<file path="config.mk">
export PLATFORM = sky130hd
export DESIGN_NAME = fbrl_burst_engine
export DESIGN_NICKNAME = d
export VERILOG_FILES = /design/src/common/fbrl_pkg.sv /design/src/hw/fbrl_fifo.sv /design/src/hw/fbrl_burst_engine.sv
export SDC_FILE = /design/constraint.sdc
export NUM_CORES = 1
export LEC_CHECK = 0
export BUFFER_PORTS_ARGS = -buffer_cell sky130_fd_sc_hd__clkbuf_2
export CAP_MARGIN = 20
export CORE_MARGIN = 8
export CORE_UTILIZATION = 60
export DETAILED_ROUTE_END_ITERATION = 16
export MAX_ROUTING_LAYER = met4
export PLACE_DENSITY = 0.9
export SYNTH_ARGS = -nofsm -noshare
export SYNTH_HDL_FRONTEND = slang
export SYNTH_SLANG_ARGS = --single-unit
</file>
<file path="constraint.sdc">
create_clock -name clock -period 17 [get_ports clock]
set_clock_uncertainty 0.15 [all_clocks]
set_input_delay 0 -clock clock [delete_from_list [all_inputs] [get_ports clock]]
set_output_delay 0 -clock clock [all_outputs]
set_load 0.005 [all_outputs]
</file>
<file path="src/common/fbrl_pkg.sv">
// Notes on behaviour
// RULE_01 - Host programs 9 initial waits above 95 MHz, 10 above 104 MHz.
// RULE_02 - Continuous/16-word: first 8-word crossing waits max(0, N-(8-w)).
// RULE_03 - Latency settings 8 through 13 count as 8 for that crossing.
// RULE_04 - 128-word crossing adds 0 for 3..8, 1 for 9, 2 for 10..13.
// RULE_05 - Continuous bursts run on, wrapping to zero, until terminated.
// RULE_06 - Entering an idle bank applies the boundary-crossing latency.
// RULE_07 - Entering a busy bank halts: flag inactive, data still driven.
// RULE_08 - Wrap modes stay inside the aligned 8- or 16-word group.
// RULE_09 - 8-word wrap gives at most 8 words and no inserted waits.
// RULE_10 - After 8-word wrap the eighth word stays driven until terminated.
// RULE_11 - 16-word wrap may wait at the first half-to-half crossing.
// RULE_12 - Wrap modes never insert 128-word crossing waits.
// RULE_13 - Reset returns to idle and restores the configuration default.
// RULE_14 - Host writes the configuration before any burst read.
// RULE_15 - Configuration word can be read back.
// RULE_16 - Bit 15: 0 synchronous burst, 1 asynchronous (default).
// RULE_17 - Bits 14..11: codes 1..11 give first data on edge 3..13.
// RULE_18 - Bit 10: flag polarity, 0 active low, 1 active high (default).
// RULE_19 - Bit 8: 0 flag one clock early, 1 flag with data (default).
// RULE_20 - Bit 7: 0 full drive (default), 1 half drive.
// RULE_21 - Reserved bits reset to 9=1, 6=1, 5=0.
// RULE_22 - Bits 2..0: 000 continuous, 010 8-word wrap, 011 16-word wrap.
// RULE_23 - After latency one word per rising edge, address counter advances.
// RULE_24 - Flag marks initial latency and every inserted wait state.
// RULE_25 - Host never programs reserved latency codes.
`default_nettype none
package fbrl_pkg;

  localparam int          DATA_W          = 16;
  localparam int          ADDR_W          = 25;
  localparam int          BANK_W          = 4;
  localparam int          FIFO_DEPTH      = 8;
  localparam logic [15:0] CFG_RESET       = 16'hDF48;
  localparam int          CFG_MODE_BIT    = 15;
  localparam int          CFG_LAT_LSB     = 11;
  localparam int          CFG_POL_BIT     = 10;
  localparam int          CFG_TIMING_BIT  = 8;
  localparam int          CFG_DRIVE_BIT   = 7;
  localparam logic [2:0]  LEN_CONTINUOUS  = 3'h0;
  localparam logic [2:0]  LEN_WRAP8       = 3'h2;
  localparam logic [2:0]  LEN_WRAP16      = 3'h3;
  localparam logic [3:0]  LAT_EDGE_OFFSET = 4'h2;
  localparam logic [3:0]  LAT_CAP_8       = 4'h8;
  localparam logic [3:0]  LAT_9           = 4'h9;
  localparam logic [3:0]  GROUP_WORDS     = 4'h8;

  typedef struct packed {
    logic [ADDR_W-1:0] addr;
    logic [DATA_W-1:0] data;
  } fbrl_word_s;

  typedef enum logic [2:0] {
    ST_IDLE,
    ST_LATENCY,
    ST_DATA,
    ST_WAIT,
    ST_HALT,
    ST_HOLD
  } fbrl_state_e;

endpackage : fbrl_pkg
`default_nettype wire

</file>
<file path="src/hw/fbrl_fifo.sv">
`timescale 1ns/1ps
`default_nettype none
module fbrl_fifo #(
  parameter int WIDTH = 41,
  parameter int DEPTH = 8
) (
  input  wire logic             clock,    // System clock
  input  wire logic             arst_n,   // Async reset
  input  wire logic             flush,    // Drop all contents
  input  wire logic             inValid,  // Push request
  output logic                  inReady,  // Room available
  input  wire logic [WIDTH-1:0] inData,   // Push word
  output logic                  outValid, // Word available
  input  wire logic             outReady, // Pop request
  output logic      [WIDTH-1:0] outData   // Head word
);

  localparam int PW = $clog2(DEPTH);

  logic [WIDTH-1:0] mem [DEPTH];
  logic [PW-1:0]    wrPtr_r;
  logic [PW-1:0]    rdPtr_r;
  logic [PW:0]      count_r;
  logic             push;
  logic             pop;

  // Full compare at the count's own width, so DEPTH is not truncated to zero
  assign inReady  = (count_r != (PW+1)'(DEPTH)) && !flush;
  assign outValid = (count_r != '0) && !flush;
  assign outData  = mem[rdPtr_r];
  assign push     = inValid && inReady;
  assign pop      = outValid && outReady;

  always_ff @(posedge clock) begin
    if (push) begin
      mem[wrPtr_r] <= inData;
    end
  end

  always_ff @(posedge clock or negedge arst_n) begin
    if (!arst_n) begin
      wrPtr_r <= '0;
      rdPtr_r <= '0;
      count_r <= '0;
    end else if (flush) begin
      wrPtr_r <= '0;
      rdPtr_r <= '0;
      count_r <= '0;
    end else begin
      if (push) begin
        wrPtr_r <= (wrPtr_r == PW'(DEPTH - 1)) ? '0 : wrPtr_r + 1'b1;
      end
      if (pop) begin
        rdPtr_r <= (rdPtr_r == PW'(DEPTH - 1)) ? '0 : rdPtr_r + 1'b1;
      end
      count_r <= count_r + (PW+1)'(push) - (PW+1)'(pop);
    end
  end

endmodule : fbrl_fifo
`default_nettype wire

</file>
<file path="src/hw/fbrl_burst_engine.sv">
`timescale 1ns/1ps
`default_nettype none
module fbrl_burst_engine #(
  parameter int ADDR_W = fbrl_pkg::ADDR_W,
  parameter int BANK_W = fbrl_pkg::BANK_W,
  parameter int DEPTH  = fbrl_pkg::FIFO_DEPTH
) (
  input  wire logic                        clock,                  // 100 MHz system clock
  input  wire logic                        arst_n,                 // Hardware or power-up reset
  input  wire logic                        burstClk,               // Host burst clock pin
  input  wire logic                        chipSelect_n,           // Chip select pin
  input  wire logic                        outputEnable_n,         // Output enable pin
  input  wire logic                        address_latch_strobe_n, // Address latch strobe pin
  input  wire logic [ADDR_W-1:0]           addrIn,                 // Address pins
  output logic      [fbrl_pkg::DATA_W-1:0] dataOut,                // Data pins, output value
  output logic                             dataOe,                 // Data pins driven
  output logic                             readyFlag,              // Ready flag pin level
  output logic                             readyOe,                // Ready flag driven
  output logic                             driveHalf,              // Output drive strength select
  input  wire logic                        cfgWrEn,                // Configuration-set strobe
  input  wire logic [15:0]                 cfgWrData,              // Configuration-set value
  output logic      [15:0]                 cfgRdData,              // Configuration readback
  output logic      [ADDR_W-1:0]           arrayAddr,              // Array fetch address
  input  wire logic [fbrl_pkg::DATA_W-1:0] arrayData,              // Array word at arrayAddr
  input  wire logic [(1<<BANK_W)-1:0]      bankBusy                // Bank programming or erasing
);

  // ****************************************************************
  // Pin synchronisers and edge detect
  // ****************************************************************
  logic [1:0]        clkSync_r;
  logic [1:0]        csSync_r;
  logic [1:0]        oeSync_r;
  logic [1:0]        strobeSync_r;
  logic [ADDR_W-1:0] addrMeta_r;
  logic [ADDR_W-1:0] addrSync_r;
  logic              clkPrev_r;
  logic              clkRise;
  logic              csActive;

  always_ff @(posedge clock or negedge arst_n) begin
    if (!arst_n) begin
      clkSync_r    <= 2'h0;
      csSync_r     <= 2'h3;
      oeSync_r     <= 2'h3;
      strobeSync_r <= 2'h3;
      addrMeta_r   <= '0;
      addrSync_r   <= '0;
      clkPrev_r    <= 1'b0;
    end else begin
      clkSync_r    <= {clkSync_r[0], burstClk};
      csSync_r     <= {csSync_r[0], chipSelect_n};
      oeSync_r     <= {oeSync_r[0], outputEnable_n};
      strobeSync_r <= {strobeSync_r[0], address_latch_strobe_n};
      addrMeta_r   <= addrIn;
      addrSync_r   <= addrMeta_r;
      clkPrev_r    <= clkSync_r[1];
    end
  end

  assign clkRise  = clkSync_r[1] && !clkPrev_r;
  assign csActive = !csSync_r[1];

  // ****************************************************************
  // Configuration word
  // ****************************************************************
  logic [15:0] cfg_r;
  logic [2:0]  burstLen;
  logic [3:0]  initWaits;
  logic        syncMode;

  always_ff @(posedge clock or negedge arst_n) begin
    if (!arst_n) begin
      cfg_r <= fbrl_pkg::CFG_RESET; // RULE_13 RULE_21
    end else if (cfgWrEn) begin
      cfg_r <= cfgWrData;
    end
  end

  assign cfgRdData = cfg_r; // RULE_15
  assign syncMode  = !cfg_r[fbrl_pkg::CFG_MODE_BIT]; // RULE_16
  assign initWaits = cfg_r[fbrl_pkg::CFG_LAT_LSB +: 4] + fbrl_pkg::LAT_EDGE_OFFSET; // RULE_17
  assign burstLen  = cfg_r[2:0]; // RULE_22
  assign driveHalf = cfg_r[fbrl_pkg::CFG_DRIVE_BIT]; // RULE_20

  // ****************************************************************
  // Helpers
  // ****************************************************************
  function automatic logic [ADDR_W-1:0] nextAddr(input logic [ADDR_W-1:0] a, input logic [2:0] len);
    logic [ADDR_W-1:0] inc;
    inc = a + 1'b1;
    case (len)
      fbrl_pkg::LEN_WRAP8:  nextAddr = {a[ADDR_W-1:3], inc[2:0]}; // RULE_08
      fbrl_pkg::LEN_WRAP16: nextAddr = {a[ADDR_W-1:4], inc[3:0]}; // RULE_08
      default:              nextAddr = inc; // RULE_05
    endcase
  endfunction : nextAddr

  // Waits at the first 8-word crossing; settings above 8 behave like 8
  function automatic logic [3:0] groupWaits(input logic [3:0] n, input logic [2:0] w);
    logic [3:0] neff;
    logic [3:0] room;
    neff = (n > fbrl_pkg::LAT_CAP_8) ? fbrl_pkg::LAT_CAP_8 : n; // RULE_03
    room = fbrl_pkg::GROUP_WORDS - {1'b0, w};
    groupWaits = (neff > room) ? neff - room : 4'h0; // RULE_02
  endfunction : groupWaits

  function automatic logic [3:0] bigWaits(input logic [3:0] n);
    if (n > fbrl_pkg::LAT_9) begin
      bigWaits = 4'h2;
    end else if (n == fbrl_pkg::LAT_9) begin
      bigWaits = 4'h1;
    end else begin
      bigWaits = 4'h0;
    end // RULE_04
  endfunction : bigWaits

  // ****************************************************************
  // Array fetch into the word buffer
  // ****************************************************************
  localparam int WORD_W = $bits(fbrl_pkg::fbrl_word_s);

  fbrl_pkg::fbrl_word_s pushWord;
  fbrl_pkg::fbrl_word_s headWord;
  logic                 fetchActive_r;
  logic [ADDR_W-1:0]    fetchAddr_r;
  logic [3:0]           fetchCount_r;
  logic                 fifoInReady;
  logic                 fifoOutValid;
  logic                 fifoFlush;
  logic                 pop;
  logic                 startBurst;
  logic                 endBurst;

  assign startBurst = clkRise && csActive && !strobeSync_r[1] && syncMode;
  assign endBurst   = !csActive;
  assign fifoFlush  = startBurst || endBurst;
  assign arrayAddr  = fetchAddr_r;
  assign pushWord   = '{addr: fetchAddr_r, data: arrayData};

  always_ff @(posedge clock or negedge arst_n) begin
    if (!arst_n) begin
      fetchActive_r <= 1'b0;
      fetchAddr_r   <= '0;
      fetchCount_r  <= 4'h0;
    end else if (startBurst) begin
      fetchActive_r <= 1'b1;
      fetchAddr_r   <= addrSync_r;
      fetchCount_r  <= 4'h0;
    end else if (endBurst) begin
      fetchActive_r <= 1'b0;
    end else if (fetchActive_r && fifoInReady) begin
      fetchAddr_r  <= nextAddr(fetchAddr_r, burstLen); // RULE_23
      fetchCount_r <= fetchCount_r + 1'b1;
      if (burstLen == fbrl_pkg::LEN_WRAP8 && fetchCount_r == 4'h7) begin
        fetchActive_r <= 1'b0; // RULE_09
      end
    end
  end

  fbrl_fifo #(
    .WIDTH (WORD_W),
    .DEPTH (DEPTH)
  ) u_fifo (
    .clock    (clock),
    .arst_n   (arst_n),
    .flush    (fifoFlush),
    .inValid  (fetchActive_r),
    .inReady  (fifoInReady),
    .inData   (pushWord),
    .outValid (fifoOutValid),
    .outReady (pop),
    .outData  (headWord)
  );

  // ****************************************************************
  // Burst output sequencer
  // ****************************************************************
  fbrl_pkg::fbrl_state_e state_r;
  logic [3:0]            cnt_r;
  logic [2:0]            startOfs_r;
  logic                  firstWord_r;
  logic                  crossed_r;
  logic [3:0]            wordsOut_r;
  logic [ADDR_W-1:0]     lastAddr_r;
  logic                  dataValid_r;
  logic [3:0]            crossWaits;
  logic                  groupCross;
  logic                  bankCross;
  logic                  bigCross;
  logic                  headBusy;
  logic                  presentNext;
  logic [BANK_W-1:0]     headBank;

  assign headBank   = headWord.addr[ADDR_W-1 -: BANK_W];
  assign headBusy   = bankBusy[headBank];
  assign groupCross = !firstWord_r && !crossed_r && headWord.addr[2:0] == 3'h0
                      && burstLen != fbrl_pkg::LEN_WRAP8; // RULE_09 RULE_11
  assign bigCross   = !firstWord_r && burstLen == fbrl_pkg::LEN_CONTINUOUS
                      && headWord.addr[6:0] == 7'h00; // RULE_12
  assign bankCross  = bigCross && headBank != lastAddr_r[ADDR_W-1 -: BANK_W];

  always_comb begin
    crossWaits = 4'h0;
    if (groupCross) begin
      crossWaits = groupWaits(initWaits, startOfs_r); // RULE_02 RULE_11
    end
    if (bigCross) begin
      crossWaits = crossWaits + bigWaits(initWaits); // RULE_04 RULE_06
    end
  end

  // Word presented at this edge: latency or wait expiring, or a plain data step
  always_comb begin
    pop = 1'b0;
    if (clkRise && fifoOutValid && !fifoFlush) begin
      case (state_r)
        fbrl_pkg::ST_LATENCY: pop = (cnt_r == 4'h1);
        fbrl_pkg::ST_WAIT:    pop = (cnt_r == 4'h1);
        fbrl_pkg::ST_DATA:    pop = crossWaits == 4'h0 && !(bankCross && headBusy)
                                    && !(burstLen == fbrl_pkg::LEN_WRAP8 && wordsOut_r == 4'h8);
        default:              pop = 1'b0;
      endcase
    end
  end

  always_ff @(posedge clock or negedge arst_n) begin
    if (!arst_n) begin
      state_r     <= fbrl_pkg::ST_IDLE; // RULE_13
      cnt_r       <= 4'h0;
      startOfs_r  <= 3'h0;
      firstWord_r <= 1'b1;
      crossed_r   <= 1'b0;
      wordsOut_r  <= 4'h0;
      lastAddr_r  <= '0;
    end else if (endBurst) begin
      state_r <= fbrl_pkg::ST_IDLE; // RULE_05
    end else if (startBurst) begin
      state_r     <= fbrl_pkg::ST_LATENCY; // RULE_05
      cnt_r       <= initWaits; // RULE_17
      startOfs_r  <= addrSync_r[2:0];
      firstWord_r <= 1'b1;
      crossed_r   <= 1'b0;
      wordsOut_r  <= 4'h0;
    end else if (clkRise) begin
      case (state_r)
        fbrl_pkg::ST_LATENCY,
        fbrl_pkg::ST_WAIT: begin
          if (cnt_r > 4'h1) begin
            cnt_r <= cnt_r - 1'b1;
          end else if (pop) begin
            state_r <= fbrl_pkg::ST_DATA;
          end
        end
        fbrl_pkg::ST_DATA: begin
          if (burstLen == fbrl_pkg::LEN_WRAP8 && wordsOut_r == 4'h8) begin
            state_r <= fbrl_pkg::ST_HOLD; // RULE_10
          end else if (fifoOutValid && bankCross && headBusy) begin
            state_r <= fbrl_pkg::ST_HALT; // RULE_07
          end else if (fifoOutValid && crossWaits != 4'h0) begin
            state_r   <= fbrl_pkg::ST_WAIT;
            cnt_r     <= crossWaits;
            crossed_r <= crossed_r || groupCross;
          end
        end
        default: state_r <= state_r;
      endcase
      if (pop) begin
        firstWord_r <= 1'b0;
        lastAddr_r  <= headWord.addr;
        wordsOut_r  <= wordsOut_r + 1'b1;
        if (groupCross) begin
          crossed_r <= 1'b1;
        end
      end
    end
  end

  // ****************************************************************
  // Data pins and ready flag
  // ****************************************************************
  always_ff @(posedge clock or negedge arst_n) begin
    if (!arst_n) begin
      dataOut     <= '0;
      dataValid_r <= 1'b0;
    end else if (fifoFlush) begin
      dataValid_r <= 1'b0;
    end else if (clkRise) begin
      if (pop) begin
        dataOut     <= headWord.data; // RULE_23
        dataValid_r <= 1'b1;
      end else if (state_r != fbrl_pkg::ST_HOLD
                   && !(burstLen == fbrl_pkg::LEN_WRAP8 && wordsOut_r == 4'h8)) begin
        // Eighth word of a wrap stays valid on the edge that enters the hold
        dataValid_r <= 1'b0; // RULE_24 RULE_10
      end
    end
  end

  // Early flag looks ahead at what the next edge will do
  always_comb begin
    case (state_r)
      fbrl_pkg::ST_LATENCY,
      fbrl_pkg::ST_WAIT: presentNext = (cnt_r == 4'h1);
      fbrl_pkg::ST_DATA: presentNext = (burstLen == fbrl_pkg::LEN_WRAP8 && wordsOut_r == 4'h8) // RULE_10
                                       || (fifoOutValid && crossWaits == 4'h0 && !(bankCross && headBusy));
      fbrl_pkg::ST_HOLD: presentNext = 1'b1;
      default:           presentNext = 1'b0;
    endcase
  end

  logic readyActive;

  assign readyActive = cfg_r[fbrl_pkg::CFG_TIMING_BIT] ? dataValid_r : presentNext; // RULE_19 RULE_24
  assign readyFlag   = readyActive ~^ cfg_r[fbrl_pkg::CFG_POL_BIT]; // RULE_18
  assign readyOe     = csActive && syncMode;
  // Halted burst keeps the bus driven with the flag held inactive
  assign dataOe      = csActive && !oeSync_r[1] && syncMode && state_r != fbrl_pkg::ST_IDLE; // RULE_07

endmodule : fbrl_burst_engine
`default_nettype wire

</file>
==> flow_summary.json, run 1 <==
{
  "status": "completed",
  "totalWireLength_um": 39400,
  "synth-compound-area-share_pct": 6.72,
  "die_area_mm2": 0.0305,
  "layout-drive-gt1-share_pct": 23.7,
  "diodes": 0,
  "core_area_mm2": 0.0250,
  "clk_latency_ns": 0.52,
  "yosys_warnings": 0,
  "synth.largest_area_cell": "edfxtp_1",
  "die_width_um": 175,
  "yosysMostFrequentCell": "edfxtp_1",
  "grt_overflow": 0,
  "synth_edf_count": 216,
  "vdd_drop_max_v": 0.0000915,
  "cp.arrival_ns": 7.36,
  "total_leakage_power_nw": 7.06,
  "max-slew-margin-rel_pct": 31.9,
  "synth_cells": 1024,
  "tritoncts": "done",
  "clock_tree.root_cell": "clkbuf_16",
  "clk_pin_slew_ns": 0.07,
  "whs_ns": 0.165,
  "synthTopCellsByCount": "216 x edfxtp_1, 136 x dfrtp_1, 112 x nand2_1, 55 x nor2_1, 41 x o21ai_0",
  "clock_path_buffers": 3,
  "pre_cts_slack_ns": 10.11,
  "synthFlopType": "edfxtp_1",
  "synth_adder_area_share_pct": 2.38,
  "async_flop_share_pct": 41.3,
  "cts.sinks": 368,
  "fmaxAchievable_mhz": 140,
  "synthTopCellsByArea": "edfxtp_1 43%, dfrtp_1 23%, mux4_2 5.8%",
  "numPortBuffers": 140,
  "grt_use_total_pct": 26.5,
  "ant_nets": 0,
  "setup_ws_ns": 9.87,
  "yosysTopAreaCellShare_pct": 42.9,
  "powerDensity_mw_per_mm2": 119,
  "fin_nets": 1385,
  "grt_pass1_wl_um": 61300,
  "synthSimpleGateAreaFrac_pct": 9.33,
  "max_cap_violations": 0,
  "maxSlewViolCount": 0,
  "critPathKind": "reg2reg",
  "gp_congestion": 0.884,
  "dr.first_iter.drc_count": 1058,
  "die_h_um": 175,
  "io_pins": 141,
  "initial_core_util_pct": 60.6,
  "grt_max_degree": 81,
  "tightest_slew_ns": 1.02,
  "syn_nets": 1131,
  "post-route-period-util_pct": 42.0,
  "numCtsBuffers": 35,
  "seq_area_frac_synth_pct": 68.2,
  "final-setup-viol-count": 0,
  "final_hold_viol_count": 0,
  "drtPass1Iterations": 5,
  "cp_data_required_time_ns": 17.23,
  "synth_top_family_by_area": "simple AND/OR/NAND/NOR gates",
  "area_growth_pct": 22.0,
  "critPathMaxFanout": 34,
  "num_rows": 58,
  "htreeDepth": 2,
  "rsz0062_at_grt": "no",
  "start_kind": "flip-flop",
  "endpoint_kind": "flip-flop",
  "synth-xor-area-share_pct": 2.32,
  "post_drt_wl_per_cell_um": 24.1,
  "post-route-min-period_ns": 7.13,
  "routed_via_density": 6.31,
  "syn_area_mm2": 0.0151,
  "final_cells": 1633,
  "dr_total_vias": 10300,
  "synth_seq_cells": 368,
  "synthMuxAreaShare_pct": 9.00,
  "hp-class": "in2reg",
  "place_inst": 1461,
  "first_global_vias": 10900,
  "dpl.hpwl_um": 20300,
  "syn_avg_cell_area_um2": 14.8,
  "fin_tns_setup_ns": 0,
  "antenna_found_initial": 0,
  "p_total_mw": 2.19,
  "drc": 0,
  "ys_types": 79
}
[critical path: stages (launching register included)]
cell and delay, ns:
dfrtp_2 0.93, buf_4 0.62, nor4b_1 0.30, nor4_1 0.11, or3_1 0.52, or3_4 0.42
or2_4 0.28, nor2_1 0.19, ha_1 0.19, a21oi_1 0.05, or3_1 0.30, or4_1 0.41
nor3_1 0.25, xnor2_1 0.18, o221ai_2 0.40, o31ai_4 0.11, nand2_2 0.25, inv_1 0.09
ha_1 0.28, inv_1 0.05, ha_1 0.22, fa_1 0.40, xnor2_1 0.18, nor2_1 0.06
[placed cells by master (no fill, tap or decap), drive strengths merged, types with 17 or more instances in the layout]
cell / Yosys / final
a21oi: 28 / 28
clkbuf: 24 / 187
dfrtp: 136 / 136
dlygate4sd3: 0 / 109
edfxtp: 216 / 216
ha: 24 / 24
inv: 34 / 35
mux2: 22 / 22
mux2i: 23 / 23
mux4: 39 / 39
nand2: 113 / 113
nand3: 17 / 17
nor2: 55 / 55
nor3: 18 / 18
nor4: 17 / 17
o21ai: 43 / 43
xnor2: 25 / 25
[routing by layer]
layer	vias to the layer above	wire, um	GRT usage, %
met5	-	0	-
met3	161	3600	5.70
li1	4356	-	-
met1	5078	14300	31.1
met4	0	1660	11.2
met2	707	19900	44.0
[repair_timing]
action	4_1_cts	5_1_grt
gates resized for setup	0	0
hold endpoints to repair	245	0
buffers inserted	0	0
hold buffers	110	0
[stage by stage]
step           instance area (um2)  util [%]
2_1_floorplan                15100         -
3_3_place_gp                 16200      64.9
3_5_place_dp                 16200      64.9
4_1_cts                      18400      73.9
5_1_grt                      18400      73.9
6_report                     18400      73.9
[worst paths after layout]
kind,from,endpoint,slack [ns],cells past startpoint
worst max register to register,u_fifo.rdPtr_r[0],u_fifo.count_r[2],9.87,23
worst min register to register,addrMeta_r[19],addrSync_r[19],0.19,0
worst min-delay path,arrayData[0],u_fifo.mem[0][0],0.17,2
min in group asynchronous,arst_n,addrMeta_r[12],0.46,4
worst max-delay path,u_fifo.rdPtr_r[0],u_fifo.count_r[2],9.87,23
max in group asynchronous,arst_n,u_fifo.rdPtr_r[0],15.26,4
[cell type report]
| class | count | area, um2 |
|---|---|---|
| sequential | 368 | 10300 |
| timing repair buffer | 259 | 1890 |
| multi-input combinational | 580 | 4560 |
| inverter | 34 | 128 |
| clock buffer | 48 | 935 |
| tap | 330 | 413 |
| fill | 1366 | 6520 |
| clock inverter | 14 | 199 |
[registers in the layout (all words and copies together) (netlist names), 3 cells and up]
signal / cells
arrayAddr: 25
lastAddr_r: 4
state_r: 3
u_fifo.count_r: 4
u_fifo.wrPtr_r: 3
wordsOut_r: 4
cfgRdData: 16
u_fifo.rdPtr_r: 3
startOfs_r: 3
u_fifo.mem: 216
dataOut: 16
cnt_r: 4
fetchCount_r: 4
addrSync_r: 25
addrMeta_r: 25
[report_power, final]
group	internal, mW	switching [mW]
Sequential	1.01	0.0732
Clock	0.463	0.328
Combinational	0.132	0.181
Total	1.61	0.582
[logic make-up after synthesis]
kind of cell | Yosys count
muxes | 84
xor gates and xnor gates | 40
and+or+nand+nor | 283
DFF | 368
AOI/OAI and AO/OA | 146
buffers and inverters | 76
adders and majority gates | 27
Power figures use the tool's default switching activity.
==> inputs of run 2 (changes only) <==
CORE_UTILIZATION = 59   (was 60)
PLACE_DENSITY = 0.89   (was 0.9)
clock period = 7.3 ns   (was 17 ns; I/O delays follow)
==> run 2 against run 1 <==
Net effect:
- the run now ends with negative hold slack left
- count of clock-buffer cells in the layout is 6 higher
- hold slack got worse by 0.21 ns
- utilization down 0.41 points
- clock power rose by 140%
- final cell count increased by 0.31%
- setup slack worse by 9.4 ns
- first-iteration DRC count up 3.2%
- via count shrank 0.83%
- wire length fell by 1.6%
- critical endpoint is now u_fifo.count_r[1]
==> flow_summary.json, run 2 (synthesized netlist as in run 1, its figures left out) <==
{
  "p_total_mw": 5.14,
  "io_pins": 141,
  "maxSlewViolCount": 0,
  "core_area_mm2": 0.0252,
  "worst-r2r-cell-count": 26,
  "placed_cell_area_mm2": 0.0162,
  "numPortBuffers": 140,
  "cp.arrival_ns": 7.10,
  "htreeDepth": 2,
  "grt_overflow": 0,
  "die_area_mm2": 0.0310,
  "tritoncts": "done",
  "final_area_mm2": 0.0185,
  "clock_path_buffers": 3,
  "gp_congestion": 0.895,
  "final_cell_mix": "216 x edfxtp_1, 139 x clkbuf_2, 134 x dfrtp_1",
  "die_width_um": 176,
  "dr.first_iter.drc_count": 1092,
  "initial_core_util_pct": 60.0,
  "area_growth_pct": 22.4,
  "totalWireLength_um": 38800,
  "grt_pass1_wl_um": 59600,
  "num_rows": 58,
  "fin_util_pct": 73.5,
  "cts_hold_buf": 108,
  "largest_register": "u_fifo.mem",
  "drtPass1Iterations": 5,
  "powerDensity_mw_per_mm2": 278,
  "clock_tree.root_cell": "clkbuf_16",
  "cts.sinks": 368,
  "final_common_cell": "edfxtp_1",
  "first_global_vias": 10700,
  "routed_via_density": 6.24,
  "clk_latency_ns": 0.52,
  "final-setup-viol-count": 0,
  "post-route-period-util_pct": 93.7,
  "fmaxAchievable_mhz": 146,
  "largest_reg_flops": 216,
  "status": "complete, but fails checks",
  "critPathMaxFanout": 10,
  "setup_ws_ns": 0.459,
  "final_hold_viol_count": 32,
  "postCtsSetupBuffers": 0,
  "post-route-min-period_ns": 6.84,
  "die_h_um": 176,
  "hp-class": "in2async",
  "pre_cts_slack_ns": 0.738,
  "fin_tns_setup_ns": 0,
  "ant_nets": 0,
  "layout-drive-gt1-share_pct": 24.2,
  "tightest_slew_ns": 1.08,
  "vdd_drop_max_v": 0.000229,
  "max_cap_violations": 0,
  "rsz0062_at_grt": "no",
  "whs_ns": -0.0468,
  "max-slew-margin-rel_pct": 27.7,
  "antenna_found_initial": 1,
  "numCtsBuffers": 36,
  "dr_total_vias": 10200,
  "drc": 0,
  "grt_max_degree": 93,
  "endpoint_kind": "flip-flop",
  "dpl.hpwl_um": 21600,
  "final_cells": 1638,
  "violations": "negative hold slack",
  "grt_use_total_pct": 25.5,
  "clk_pin_slew_ns": 0.06,
  "place_inst": 1463,
  "fin_nets": 1386,
  "start_kind": "flip-flop",
  "cts_resized": 0,
  "cp_data_required_time_ns": 7.56,
  "total_leakage_power_nw": 7.09,
  "critPathKind": "reg2reg",
  "post_drt_wl_per_cell_um": 23.7
}
[run 2: cell count changes in the layout (fill, tap and decap cells not counted), moves of 3 or more]
| cell | previous run | this run |
|---|---|---|
| bufinv_16 | 5 | 2 |
| clkbuf_1 | 12 | 8 |
| clkbuf_16 | 35 | 38 |
| clkbuf_8 | 1 | 8 |
[run 2: path summary, 6_finish.rpt]
| check | startpoint | slack [ns] | endpoint |
|---|---|---|---|
| max in group asynchronous | arst_n | 5.73 | dataOut[5] |
| max | cfgRdData[12] | 0.46 | u_fifo.count_r[1] |
| max reg2reg | cfgRdData[12] | 0.46 | u_fifo.count_r[1] |
| min | arst_n | -0.05 | addrSync_r[16] |
| min in group clock | arrayData[0] | 0.16 | u_fifo.mem[3][0] |
| min reg2reg | addrMeta_r[9] | 0.20 | addrSync_r[9] |
[run 2: power breakdown]
group	switching, mW	internal [mW]	total [mW]	leakage, nW
combinational	0.424	0.306	0.730	2.67
clock	0.774	1.11	1.88	0.589
sequential	0.165	2.36	2.53	3.82
total	1.36	3.78	5.14	7.09
[run 2: metal layers]
metal	GRT usage [%]	wire (um)	vias up
li1	-	-	4358
met3	5.17	3500	156
met5	-	0	-
met1	30.0	13900	5023
met4	10.5	1550	0
met2	42.6	19800	680
[run 2: final cells by class]
| type | instances | area, um2 |
|---|---|---|
| Antenna cell | 1 | 2.50 |
| Clock buffer | 54 | 1090 |
| Sequential cell | 368 | 10300 |
| Fill cell | 1377 | 6680 |
| Clock inverter | 12 | 121 |
| Timing Repair Buffer | 259 | 1870 |
| Inverter | 34 | 128 |
| Tap cell | 330 | 413 |
| Multi-Input combinational cell | 580 | 4560 |
[run 2: worst max-delay path, stage by stage, from the launching register on]
cell and delay [ns]:
dfstp_2 0.58, ha_1 0.18, xnor2_1 0.19, nand2_1 0.10
ha_1 0.22, fa_1 0.43, nand2b_1 0.17, a211oi_1 0.29
nand2_1 0.12, or3_4 0.38, or2_4 0.30, nor2_1 0.23
ha_1 0.22, a21oi_1 0.05, or3_1 0.30, or4_1 0.42
nor3_1 0.19, xnor2_1 0.24, o221ai_2 0.27, o31ai_4 0.28
nand2_2 0.22, inv_1 0.10, ha_1 0.22, inv_1 0.06
ha_1 0.20, fa_1 0.44, and3_1 0.16
